--- src/ifpd_pkg.sv ---
// package for the auxiliary pll configuration link
// assumes a 100 MHz ref_clk on both ends and 24-bit serial words
package ifpd_pkg;

	// ----------------------------------------
	// serial word layout
	// ----------------------------------------
	localparam int WORD_W = 24;
	localparam int SEL_W = 4;
	localparam logic [3:0] SEL_FB_DIV = 4'h5;
	localparam logic [3:0] SEL_REF_GAIN = 4'h7;
	localparam logic [3:0] SEL_FAST = 4'h9;
	localparam int FIRST_SEL_BIT = 0;
	localparam int FB_LSB = 4;
	localparam int FB_MSB = 22;
	localparam int PD_BIT = 23;
	localparam int REF_LSB = 4;
	localparam int REF_MSB = 15;
	localparam int GAIN_LSB = 16;
	localparam int GAIN_MSB = 19;
	localparam int ACC_LSB = 20;
	localparam int ACC_MSB = 23;
	localparam int APU_BIT = 23;
	localparam int PRESC_BIT = 8;
	localparam logic [11:0] REF_MIN = 12'h003;

	// ----------------------------------------
	// reset values of the device fields
	// ----------------------------------------
	localparam logic PD_RST = 1'b1;
	localparam logic APU_RST = 1'b0;
	localparam logic PRESC_RST = 1'b1;
	localparam logic [18:0] FB_RST = 19'h000f0;
	localparam logic [11:0] REF_RST = 12'h003;
	localparam logic [3:0] GAIN_RST = 4'h0;
	localparam logic [3:0] ACC_RST = 4'h1;

	// ----------------------------------------
	// controller apb map
	// ----------------------------------------
	localparam logic [7:0] OFS_TX = 8'h00;
	localparam logic [7:0] OFS_CTRL = 8'h04;
	localparam logic [7:0] OFS_STAT = 8'h08;
	localparam int CTRL_SEND = 0;
	localparam int CTRL_CE = 1;
	localparam int CTRL_PRESC = 2;
	localparam int STAT_BUSY = 0;
	localparam int STAT_REFUSED = 1;
	localparam logic CE_RST = 1'b0;

	// ----------------------------------------
	// timing
	// ----------------------------------------
	localparam int CLK_NS = 10;
	localparam int SER_HALF_NS = 50;
	localparam int SER_HALF_CYC = (SER_HALF_NS + CLK_NS - 1) / CLK_NS;

	typedef enum logic [1:0] {
		IFPD_IDLE = 2'b00,
		IFPD_SHIFT = 2'b01,
		IFPD_LATCH = 2'b11
	} ifpd_hst_t;

endpackage

--- src/ifpd_ser_if.sv ---
// three-wire serial link plus chip enable between controller and device
// assumes both ends share ref_clk; the link is sampled, not clocked
`timescale 1ns/1ns
interface ifpd_ser_if;
	logic ser_clk;
	logic ser_data;
	logic ser_le;
	logic chip_en;

	modport host (
		output ser_clk,
		output ser_data,
		output ser_le,
		output chip_en
	);

	modport dev (
		input ser_clk,
		input ser_data,
		input ser_le,
		input chip_en
	);
endinterface

--- src/ifpd_dev.sv ---
// device end: decodes serial words for the auxiliary pll
// assumes the controller keeps each link level for several ref_clk cycles
//
// What this block and the controller do together
// - with 8/9, divide values <= 23 banned
// - 8/9: 24-55 sparse, 56-262143 all legal
// - with 16/17, divide values <= 47 banned
// - 16/17: 48-239 only listed sparse sub-ranges
// - power-down bit 1 stops pll, pump high-z
// - auto power-up plus first word clears power-down
// - low chip enable keeps pll powered down
// - reference ratio equals 12-bit field, 3..4095
// - pump gain k gives k+1 unit steps
// - top four bits pick optional words; bit0 one
// - precedence: chip enable, auto power-up, power-down bit
//
// Local design decisions: the address map and the APB register port.
`timescale 1ns/1ns
module ifpd_dev
	import ifpd_pkg::*;
(
	input wire logic ref_clk,
	input wire logic rst_b,
	ifpd_ser_if.dev ser,
	output logic aux_pll_on,
	output logic aux_cp_hiz,
	output logic [18:0] aux_fb_div,
	output logic aux_presc_16,
	output logic [11:0] aux_ref_div,
	output logic [3:0] main_pump_gain,
	output logic [4:0] main_pump_mult,
	output logic [3:0] word_select_bits,
	output logic [2:0] opt_word_need,
	output logic access_fault,
	output logic aux_powerdown,
	output logic auto_powerup
);

	// ----------------------------------------
	// pin synchronisers
	// ----------------------------------------
	localparam int B_CLK = 0;
	localparam int B_DATA = 1;
	localparam int B_LE = 2;
	localparam int B_CE = 3;

	logic [3:0] s1_ff;
	logic [3:0] s2_ff;
	logic [3:0] s3_ff;
	logic [3:0] st_ff;
	logic [3:0] agree;
	logic [3:0] nxt_st;
	logic [3:0] rise;

	// three stages per pin; s1 feeds s2 only
	always_ff @(posedge ref_clk or negedge rst_b) begin
		if (!rst_b) begin
			s1_ff <= 4'h0;
			s2_ff <= 4'h0;
			s3_ff <= 4'h0;
		end else begin
			s1_ff <= {ser.chip_en, ser.ser_le, ser.ser_data, ser.ser_clk};
			s2_ff <= s1_ff;
			s3_ff <= s2_ff;
		end
	end

	// a level counts once stages two and three agree
	assign agree = ~(s2_ff ^ s3_ff);
	assign nxt_st = (agree & s3_ff) | (~agree & st_ff);
	assign rise = nxt_st & ~st_ff;

	// accepted pin levels
	always_ff @(posedge ref_clk or negedge rst_b) begin
		if (!rst_b) begin
			st_ff <= 4'h0;
		end else begin
			st_ff <= nxt_st;
		end
	end

	// ----------------------------------------
	// shift register and word decode
	// ----------------------------------------
	logic [WORD_W-1:0] shift_ff;
	logic [WORD_W-1:0] word;
	logic [SEL_W-1:0] sel;
	logic latch;
	logic wr_fb;
	logic wr_ref;
	logic wr_fast;
	logic wr_first;

	// msb first, taken on each accepted clock rise
	always_ff @(posedge ref_clk or negedge rst_b) begin
		if (!rst_b) begin
			shift_ff <= '0;
		end else if (rise[B_CLK]) begin
			shift_ff <= {shift_ff[WORD_W-2:0], nxt_st[B_DATA]};
		end
	end

	// a latch-enable rise commits the shifted word
	assign word = shift_ff;
	assign sel = word[SEL_W-1:0];
	assign latch = rise[B_LE];
	assign wr_fb = latch && (sel == SEL_FB_DIV);
	assign wr_ref = latch && (sel == SEL_REF_GAIN);
	assign wr_fast = latch && (sel == SEL_FAST);
	assign wr_first = latch && !sel[FIRST_SEL_BIT];

	// ----------------------------------------
	// feedback divide word
	// ----------------------------------------
	logic [18:0] fb_div_ff;
	logic pd_ff;
	logic apu_ff;

	// divide value; legality is the controller's duty
	always_ff @(posedge ref_clk or negedge rst_b) begin
		if (!rst_b) begin
			fb_div_ff <= FB_RST;
		end else if (wr_fb) begin
			fb_div_ff <= word[FB_MSB:FB_LSB];
		end
	end

	// power-down bit; auto power-up clear beats a stale bit
	always_ff @(posedge ref_clk or negedge rst_b) begin
		if (!rst_b) begin
			pd_ff <= PD_RST;
		end else if (wr_first && apu_ff) begin
			pd_ff <= 1'b0;
		end else if (wr_fb) begin
			pd_ff <= word[PD_BIT];
		end
	end

	// ----------------------------------------
	// fastlock word fields used here
	// ----------------------------------------
	logic presc_ff;
	logic apu_req_ff;

	// auto power-up enable and prescaler choice
	always_ff @(posedge ref_clk or negedge rst_b) begin
		if (!rst_b) begin
			apu_ff <= APU_RST;
			presc_ff <= PRESC_RST;
		end else if (wr_fast) begin
			apu_ff <= word[APU_BIT];
			presc_ff <= word[PRESC_BIT];
		end
	end

	// pending power-up request until the divide word rewrites the bit
	always_ff @(posedge ref_clk or negedge rst_b) begin
		if (!rst_b) begin
			apu_req_ff <= 1'b0;
		end else if (wr_first && apu_ff) begin
			apu_req_ff <= 1'b1;
		end else if (wr_fb) begin
			apu_req_ff <= 1'b0;
		end
	end

	// ----------------------------------------
	// reference and gain word
	// ----------------------------------------
	logic [11:0] ref_ff;
	logic [3:0] gain_ff;
	logic [3:0] acc_ff;

	// reference ratio, pump gain and access bits
	always_ff @(posedge ref_clk or negedge rst_b) begin
		if (!rst_b) begin
			ref_ff <= REF_RST;
			gain_ff <= GAIN_RST;
			acc_ff <= ACC_RST;
		end else if (wr_ref) begin
			ref_ff <= word[REF_MSB:REF_LSB];
			gain_ff <= word[GAIN_MSB:GAIN_LSB];
			acc_ff <= word[ACC_MSB:ACC_LSB];
		end
	end

	// ----------------------------------------
	// derived outputs
	// ----------------------------------------
	logic off_ff;
	logic [4:0] mult_ff;
	logic fault_ff;

	// gain code k maps to k+1 unit steps
	function automatic logic [4:0] pump_mult(input logic [3:0] k);
		return {1'b0, k} + 5'h01;
	endfunction

	// chip enable first, then power-up request, then the bit
	always_ff @(posedge ref_clk or negedge rst_b) begin
		if (!rst_b) begin
			off_ff <= 1'b1;
		end else if (!st_ff[B_CE]) begin
			off_ff <= 1'b1;
		end else if (apu_req_ff) begin
			off_ff <= 1'b0;
		end else begin
			off_ff <= pd_ff;
		end
	end

	// pump magnitude and access-bit sanity
	always_ff @(posedge ref_clk or negedge rst_b) begin
		if (!rst_b) begin
			mult_ff <= 5'h01;
			fault_ff <= 1'b0;
		end else begin
			mult_ff <= pump_mult(gain_ff);
			fault_ff <= !acc_ff[0];
		end
	end

	// ----------------------------------------
	// output drive
	// ----------------------------------------
	assign aux_pll_on = !off_ff;
	assign aux_cp_hiz = off_ff;
	assign aux_fb_div = fb_div_ff;
	assign aux_presc_16 = presc_ff;
	assign aux_ref_div = ref_ff;
	assign main_pump_gain = gain_ff;
	assign main_pump_mult = mult_ff;
	assign word_select_bits = acc_ff;
	assign opt_word_need = acc_ff[3:1];
	assign access_fault = fault_ff;
	assign aux_powerdown = pd_ff;
	assign auto_powerup = apu_ff;

endmodule // ifpd_dev

--- src/flat_wrapper.sv ---
// flat-port wrapper written by rule: the top's interface ports become plain ports
module ifpd_dev_flat import ifpd_pkg::*;
  (ref_clk, rst_b, aux_pll_on, aux_cp_hiz, aux_fb_div, aux_presc_16, aux_ref_div, main_pump_gain, main_pump_mult, word_select_bits, opt_word_need, access_fault, aux_powerdown, auto_powerup, ser_ser_clk, ser_ser_data, ser_ser_le, ser_chip_en);
  ifpd_ser_if ser_i ();
  input wire logic ref_clk;
  input wire logic rst_b;
  output logic aux_pll_on;
  output logic aux_cp_hiz;
  output logic [18:0] aux_fb_div;
  output logic aux_presc_16;
  output logic [11:0] aux_ref_div;
  output logic [3:0] main_pump_gain;
  output logic [4:0] main_pump_mult;
  output logic [3:0] word_select_bits;
  output logic [2:0] opt_word_need;
  output logic access_fault;
  output logic aux_powerdown;
  output logic auto_powerup;
  input wire logic [$bits(ser_i.ser_clk)-1:0] ser_ser_clk;
  input wire logic [$bits(ser_i.ser_data)-1:0] ser_ser_data;
  input wire logic [$bits(ser_i.ser_le)-1:0] ser_ser_le;
  input wire logic [$bits(ser_i.chip_en)-1:0] ser_chip_en;
  assign ser_i.ser_clk = ser_ser_clk;
  assign ser_i.ser_data = ser_ser_data;
  assign ser_i.ser_le = ser_ser_le;
  assign ser_i.chip_en = ser_chip_en;
  ifpd_dev u_core (.ref_clk(ref_clk), .rst_b(rst_b), .ser(ser_i), .aux_pll_on(aux_pll_on), .aux_cp_hiz(aux_cp_hiz), .aux_fb_div(aux_fb_div), .aux_presc_16(aux_presc_16), .aux_ref_div(aux_ref_div), .main_pump_gain(main_pump_gain), .main_pump_mult(main_pump_mult), .word_select_bits(word_select_bits), .opt_word_need(opt_word_need), .access_fault(access_fault), .aux_powerdown(aux_powerdown), .auto_powerup(auto_powerup));
endmodule
--- config.mk ---
export PLATFORM = sky130hd
export DESIGN_NAME = ifpd_dev_flat
export DESIGN_NICKNAME = d
export VERILOG_FILES = /design/src/ifpd_pkg.sv /design/src/ifpd_ser_if.sv /design/src/ifpd_dev.sv /design/src/flat_wrapper.sv
export SDC_FILE = /design/constraint.sdc
export NUM_CORES = 1
export LEC_CHECK = 0
export BUFFER_PORTS_ARGS = -buffer_cell sky130_fd_sc_hd__buf_2
export CORE_AREA = 2 2 78 80
export DETAILED_ROUTE_END_ITERATION = 8
export DIE_AREA = 0 0 80 82
export PLACE_DENSITY_LB_ADDON = 0.05
export SLEW_MARGIN = 25
export SYNTH_ARGS = -nofsm -noshare
export SYNTH_HDL_FRONTEND = slang
export SYNTH_SLANG_ARGS = --single-unit
--- constraint.sdc ---
create_clock -name ref_clk -period 4.63 [get_ports ref_clk]
set_clock_uncertainty 0.1 [all_clocks]
set_input_delay 0.926 -clock ref_clk [delete_from_list [all_inputs] [get_ports ref_clk]]
set_output_delay 0.926 -clock ref_clk [all_outputs]
set_load 0.01 [all_outputs]
==> report_table.html <==
<table>
<tr><th>Metric</th><th>Value</th></tr>
<tr><th colspan="2">Worst setup path</th></tr>
<tr><td>Slowest CP cell</td><td>sky130_fd_sc_hd__dfstp_2</td></tr>
<tr><td>Crit path arrival time</td><td>around 1.0 ns</td></tr>
<tr><td>CP cell instances</td><td>inv_1, buf_2</td></tr>
<tr><td>Critical path required time</td><td>about 3.6 ns</td></tr>
<tr><td>Startpoint type of the worst setup path</td><td>flop</td></tr>
<tr><td>Crit end category</td><td>output pin</td></tr>
<tr><td>Startpoint-to-endpoint class of the critical path</td><td>flop to output pin</td></tr>
<tr><td>Critical-path maximum fanout</td><td>2</td></tr>
<tr><td>Delay contributed by the slowest stage of the critical path</td><td>roughly 0.54 ns</td></tr>
<tr><th colspan="2">Global routing</th></tr>
<tr><td>Number of global-route vias before repair</td><td>around 1,800</td></tr>
<tr><td>Overflow left after global routing</td><td>0</td></tr>
<tr><td>Antenna violations before repair</td><td>0</td></tr>
<tr><td>Pin count of the biggest net entering global routing</td><td>91</td></tr>
<tr><td>Global-route wire length before repair</td><td>approximately 8600 µm</td></tr>
<tr><td>GRT Overall Usage</td><td>0.1784</td></tr>
<tr><th colspan="2">Clock tree</th></tr>
<tr><td>CTS root buffer</td><td>sky130_fd_sc_hd__clkbuf_8</td></tr>
<tr><td>Clock buffer depth</td><td>2</td></tr>
<tr><td>Number of clock sinks</td><td>90</td></tr>
<tr><td>Number of buffers added to fix hold violations after cts</td><td>0</td></tr>
<tr><td>CTS-repair resized insts</td><td>0</td></tr>
<tr><td>Buffers inserted during post-CTS setup optimization</td><td>0</td></tr>
<tr><td>Clock tree from TritonCTS</td><td>built</td></tr>
<tr><td>Clock insertion delay at the later pin of the skew report</td><td>between 0.3 and 0.4 ns</td></tr>
<tr><td>Cts bufs inserted</td><td>9</td></tr>
<tr><td>Clock-pin slew of the registers on the worst-case setup and hold paths</td><td>~0.08 ns</td></tr>
<tr><td>H-tree depth</td><td>3</td></tr>
<tr><th colspan="2">Drt</th></tr>
<tr><td>1st-pass router iterations</td><td>4</td></tr>
<tr><td>Average via count per standard cell</td><td>roughly 5.2</td></tr>
<tr><td>Routed wire length per instance</td><td>approximately 16 µm</td></tr>
<tr><td>Vias post-DR</td><td>around 1,700</td></tr>
<tr><td>Total wire length</td><td>around 5300 µm</td></tr>
<tr><td>Number of DRC violations after detailed routing</td><td>0</td></tr>
<tr><td>Routed Antenna Nets</td><td>0</td></tr>
<tr><td>DRC violation total after the first TritonRoute iteration</td><td>74</td></tr>
<tr><th colspan="2">Timing</th></tr>
<tr><td>Setup-violating endpoint count in the final report</td><td>0</td></tr>
<tr><td>Setup ws final</td><td>2.565 ns</td></tr>
<tr><td>Final hold slack</td><td>approximately 0.25 ns</td></tr>
<tr><td>Max-slew violation count</td><td>0</td></tr>
<tr><td>Time the final worst path needs with I/O delays and setup</td><td>roughly 2.1 ns</td></tr>
<tr><td>Transition time of the tightest slew-check pin</td><td>0.7640 ns</td></tr>
<tr><td>Period utilisation layout</td><td>0.4461</td></tr>
<tr><td>Number of hold violations in the final report</td><td>0</td></tr>
<tr><td>Worst slew margin relative to its limit</td><td>0.4907</td></tr>
<tr><td>Setup TNS</td><td>0 ns</td></tr>
<tr><td>Highest clock frequency the design can meet</td><td>around 480 MHz</td></tr>
<tr><td>Unrepaired setup endpoints after global routing</td><td>false</td></tr>
<tr><th colspan="2">Floorplan</th></tr>
<tr><td>Standard-cell row count</td><td>28</td></tr>
<tr><td>Die Y</td><td>~82 µm</td></tr>
<tr><td>Core region area</td><td>0.005746 mm²</td></tr>
<tr><td>Top-level I/O count</td><td>59</td></tr>
<tr><td>Initial Utilization</td><td>0.5671</td></tr>
<tr><td>Overall die width</td><td>about 80 µm</td></tr>
<tr><td>Area enclosed by the die boundary</td><td>0.006560 mm²</td></tr>
<tr><th colspan="2">Logic synthesis</th></tr>
<tr><td>Number of nets in the synthesized netlist</td><td>~200</td></tr>
<tr><td>Mapped Avg Cell Area</td><td>17.06 µm²</td></tr>
<tr><td>Flop and latch count out of synthesis</td><td>90</td></tr>
<tr><td>Number of synthesis warnings</td><td>0</td></tr>
<tr><td>Area of the mapped netlist</td><td>roughly 0.0033 mm²</td></tr>
<tr><td>Cells after Synth</td><td>between 150 and 200</td></tr>
<tr><td>Part of the Yosys area used for sequential elements</td><td>0.6955</td></tr>
<tr><td>Number of distinct library cells after synthesis</td><td>25</td></tr>
<tr><th colspan="2">Cells and area</th></tr>
<tr><td>Number of nets in the layout</td><td>259</td></tr>
<tr><td>Antenna Diode Count</td><td>0</td></tr>
<tr><td>Area Overhead vs Synth</td><td>15.71%</td></tr>
<tr><td>Final Util</td><td>0.6561</td></tr>
<tr><td>Ratio of cells with drive above 1 in the final layout</td><td>0.5953</td></tr>
<tr><th colspan="2">Status</th></tr>
<tr><td>Outcome</td><td>complete, no violations</td></tr>
<tr><th colspan="2">Power</th></tr>
<tr><td>Fraction of power consumed by combinational cells</td><td>0.082</td></tr>
<tr><td>Pleak</td><td>around 0.0020 µW</td></tr>
<tr><td>Psw</td><td>roughly 360 µW</td></tr>
<tr><td>Register share of total power</td><td>0.607</td></tr>
<tr><td>Proportion of power drawn by the clock network</td><td>0.311</td></tr>
<tr><td>P per Cell Area</td><td>slightly below 400 mW/mm²</td></tr>
<tr><td>Largest voltage drop on the vdd net</td><td>0.0002021 V</td></tr>
<tr><td>P_int</td><td>about 1100 µW</td></tr>
<tr><td>Net Sw Frac</td><td>0.2395</td></tr>
<tr><td>Total chip power</td><td>1499 µW</td></tr>
<tr><th colspan="2">Place</th></tr>
<tr><td>Final estimated routing congestion in global placement</td><td>roughly 0.70</td></tr>
<tr><td>Detailed placer's ending HPWL</td><td>about 3500 µm</td></tr>
<tr><td>Worst-case setup slack after placement</td><td>approximately 2.3 ns</td></tr>
<tr><td>Port-buffer cells</td><td>just under 60</td></tr>
<tr><th colspan="2">Worst hold path</th></tr>
<tr><td>Worst hold-check path type</td><td>flop to flop</td></tr>
<tr><th colspan="2">Run</th></tr>
<tr><td>Max Cap Viol</td><td>0</td></tr>
</table>
[power groups by stage]
| stage | combinational [µW] | sequential (µW) | clock (µW) |
|---|---|---|---|
| after global routing | 136 | 920 | 514 |
| after detailed placement | 125 | 924 | 0 |
| after global placement | 119 | 919 | 0 |
| after CTS | 126 | 910 | 484 |
| after floorplan | 75.0 | 913 | 0 |
| final | 124 | 910 | 466 |
[metal layers]
| layer | up-vias | GRT usage | share of wire |
|---|---|---|---|
| li1 | 792 | - | - |
| met1 | 888 | 0.2251 | 0.44 |
| met2 | 49 | 0.2858 | 0.49 |
| met3 | 10 | 0.03846 | 0.044 |
| met4 | 0 | 0.1068 | 0.019 |
| met5 | - | 0 | 0 |
[worst max-delay path: cells and delay by family, from the launching register on]
family	cells	cell delay (ns)
buffers and inverters	2	0.17
flip-flops	1	0.54
[cell usage in the layout (no fill, tap or decap), drive strengths merged]
cell / netlist / layout
dfrtp: 79 / 79
mux2: 65 / 65
buf: 9 / 59
clkbuf: 0 / 13
dfstp: 11 / 11
maj3: 4 / 4
inv: 4 / 4
clkinv: 0 / 3
nand3: 3 / 3
nor2: 2 / 2
and4b: 2 / 2
xor2: 1 / 1
and3: 1 / 1
xnor2: 1 / 1
o21ai: 1 / 1
nand3b: 1 / 1
nand2: 1 / 1
nor4b: 1 / 1
a21o: 1 / 1
nand4: 1 / 1
a31o: 1 / 1
a21oi: 1 / 1
ha: 1 / 1
[final cells by class]
class / count / area [µm²]
Clock buffer: 13 / 158.9
Clock inverter: 3 / 15.01
Fill cell: 450 / 1976
Inverter: 4 / 15.01
Multi-Input combinational cell: 88 / 917.1
Sequential cell: 90 / 2266
Tap cell: 75 / 93.84
Timing Repair Buffer: 59 / 304.0
[cell usage after synthesis, drive strengths merged]
| master | n | share of area |
|---|---|---|
| xnor2 | 1 | 0.0027 |
| nand2 | 1 | 0.0012 |
| a31o | 1 | 0.0027 |
| ha | 1 | 0.0038 |
| dfrtp | 79 | 0.61 |
| maj3 | 4 | 0.012 |
| mux2 | 65 | 0.23 |
| inv | 4 | 0.0046 |
| a21o | 1 | 0.0023 |
| nor2 | 2 | 0.0023 |
| nand3 | 3 | 0.0046 |
| o21ai | 1 | 0.0015 |
| xor2 | 1 | 0.0027 |
| nand3b | 1 | 0.0023 |
| buf | 9 | 0.020 |
| a21oi | 1 | 0.0015 |
| and4b | 2 | 0.0077 |
| and3 | 1 | 0.0019 |
| nor4b | 1 | 0.0027 |
| dfstp | 11 | 0.089 |
| nand4 | 1 | 0.0019 |
[registers in the layout, summed over array words and instances, names as in the netlist, named ones only]
register and count:
u_core.s2_ff 4, u_core.aux_presc_16 1, u_core.aux_cp_hiz 1, u_core.main_pump_gain 4, u_core.auto_powerup 1, u_core.main_pump_mult 5
u_core.s1_ff 4, u_core.word_select_bits 4, u_core.aux_fb_div 19, u_core.access_fault 1, u_core.st_ff 3, u_core.s3_ff 4
u_core.apu_req_ff 1, u_core.aux_powerdown 1, u_core.shift_ff 24, u_core.aux_ref_div 12
[through the flow]
stage	cells	cell area [µm²]
floorplan	191	3258
global placement	316	3587
detailed placement	316	3587
CTS	332	3761
global route	332	3770
finish	332	3770
[logic make-up (layout without fill, tap and decap cells)]
logic type                 count (synthesis)  count (layout)  share of synthesized area
muxes                                     65              65                     0.2258
xor gates and xnor gates                   2               2                   0.005377
AOI/OAI and AO/OA                          4               4                   0.008063
and+or+nand+nor                           12              12                    0.02458
buffers and inverters                     13              79                    0.02458
DFF                                       90              90                     0.6955
adders and majority gates                  5               5                    0.01613
[worst paths after layout]
check                                       start               endpoint  slack (ns)  cells after the start
worst max-delay path            u_core.aux_cp_hiz             aux_pll_on        2.56                      2
worst min-delay path              u_core.s1_ff[2]        u_core.s2_ff[2]        0.25                      0
worst max register to register    u_core.st_ff[2]  u_core.aux_fb_div[10]        2.71                      3
worst min register to register    u_core.s1_ff[2]        u_core.s2_ff[2]        0.25                      0
max in group asynchronous                   rst_b    u_core.shift_ff[19]        3.37                      1
min in group asynchronous                   rst_b  u_core.aux_fb_div[17]        0.54                      1
No activity file was read; power rests on OpenSTA's default activity.
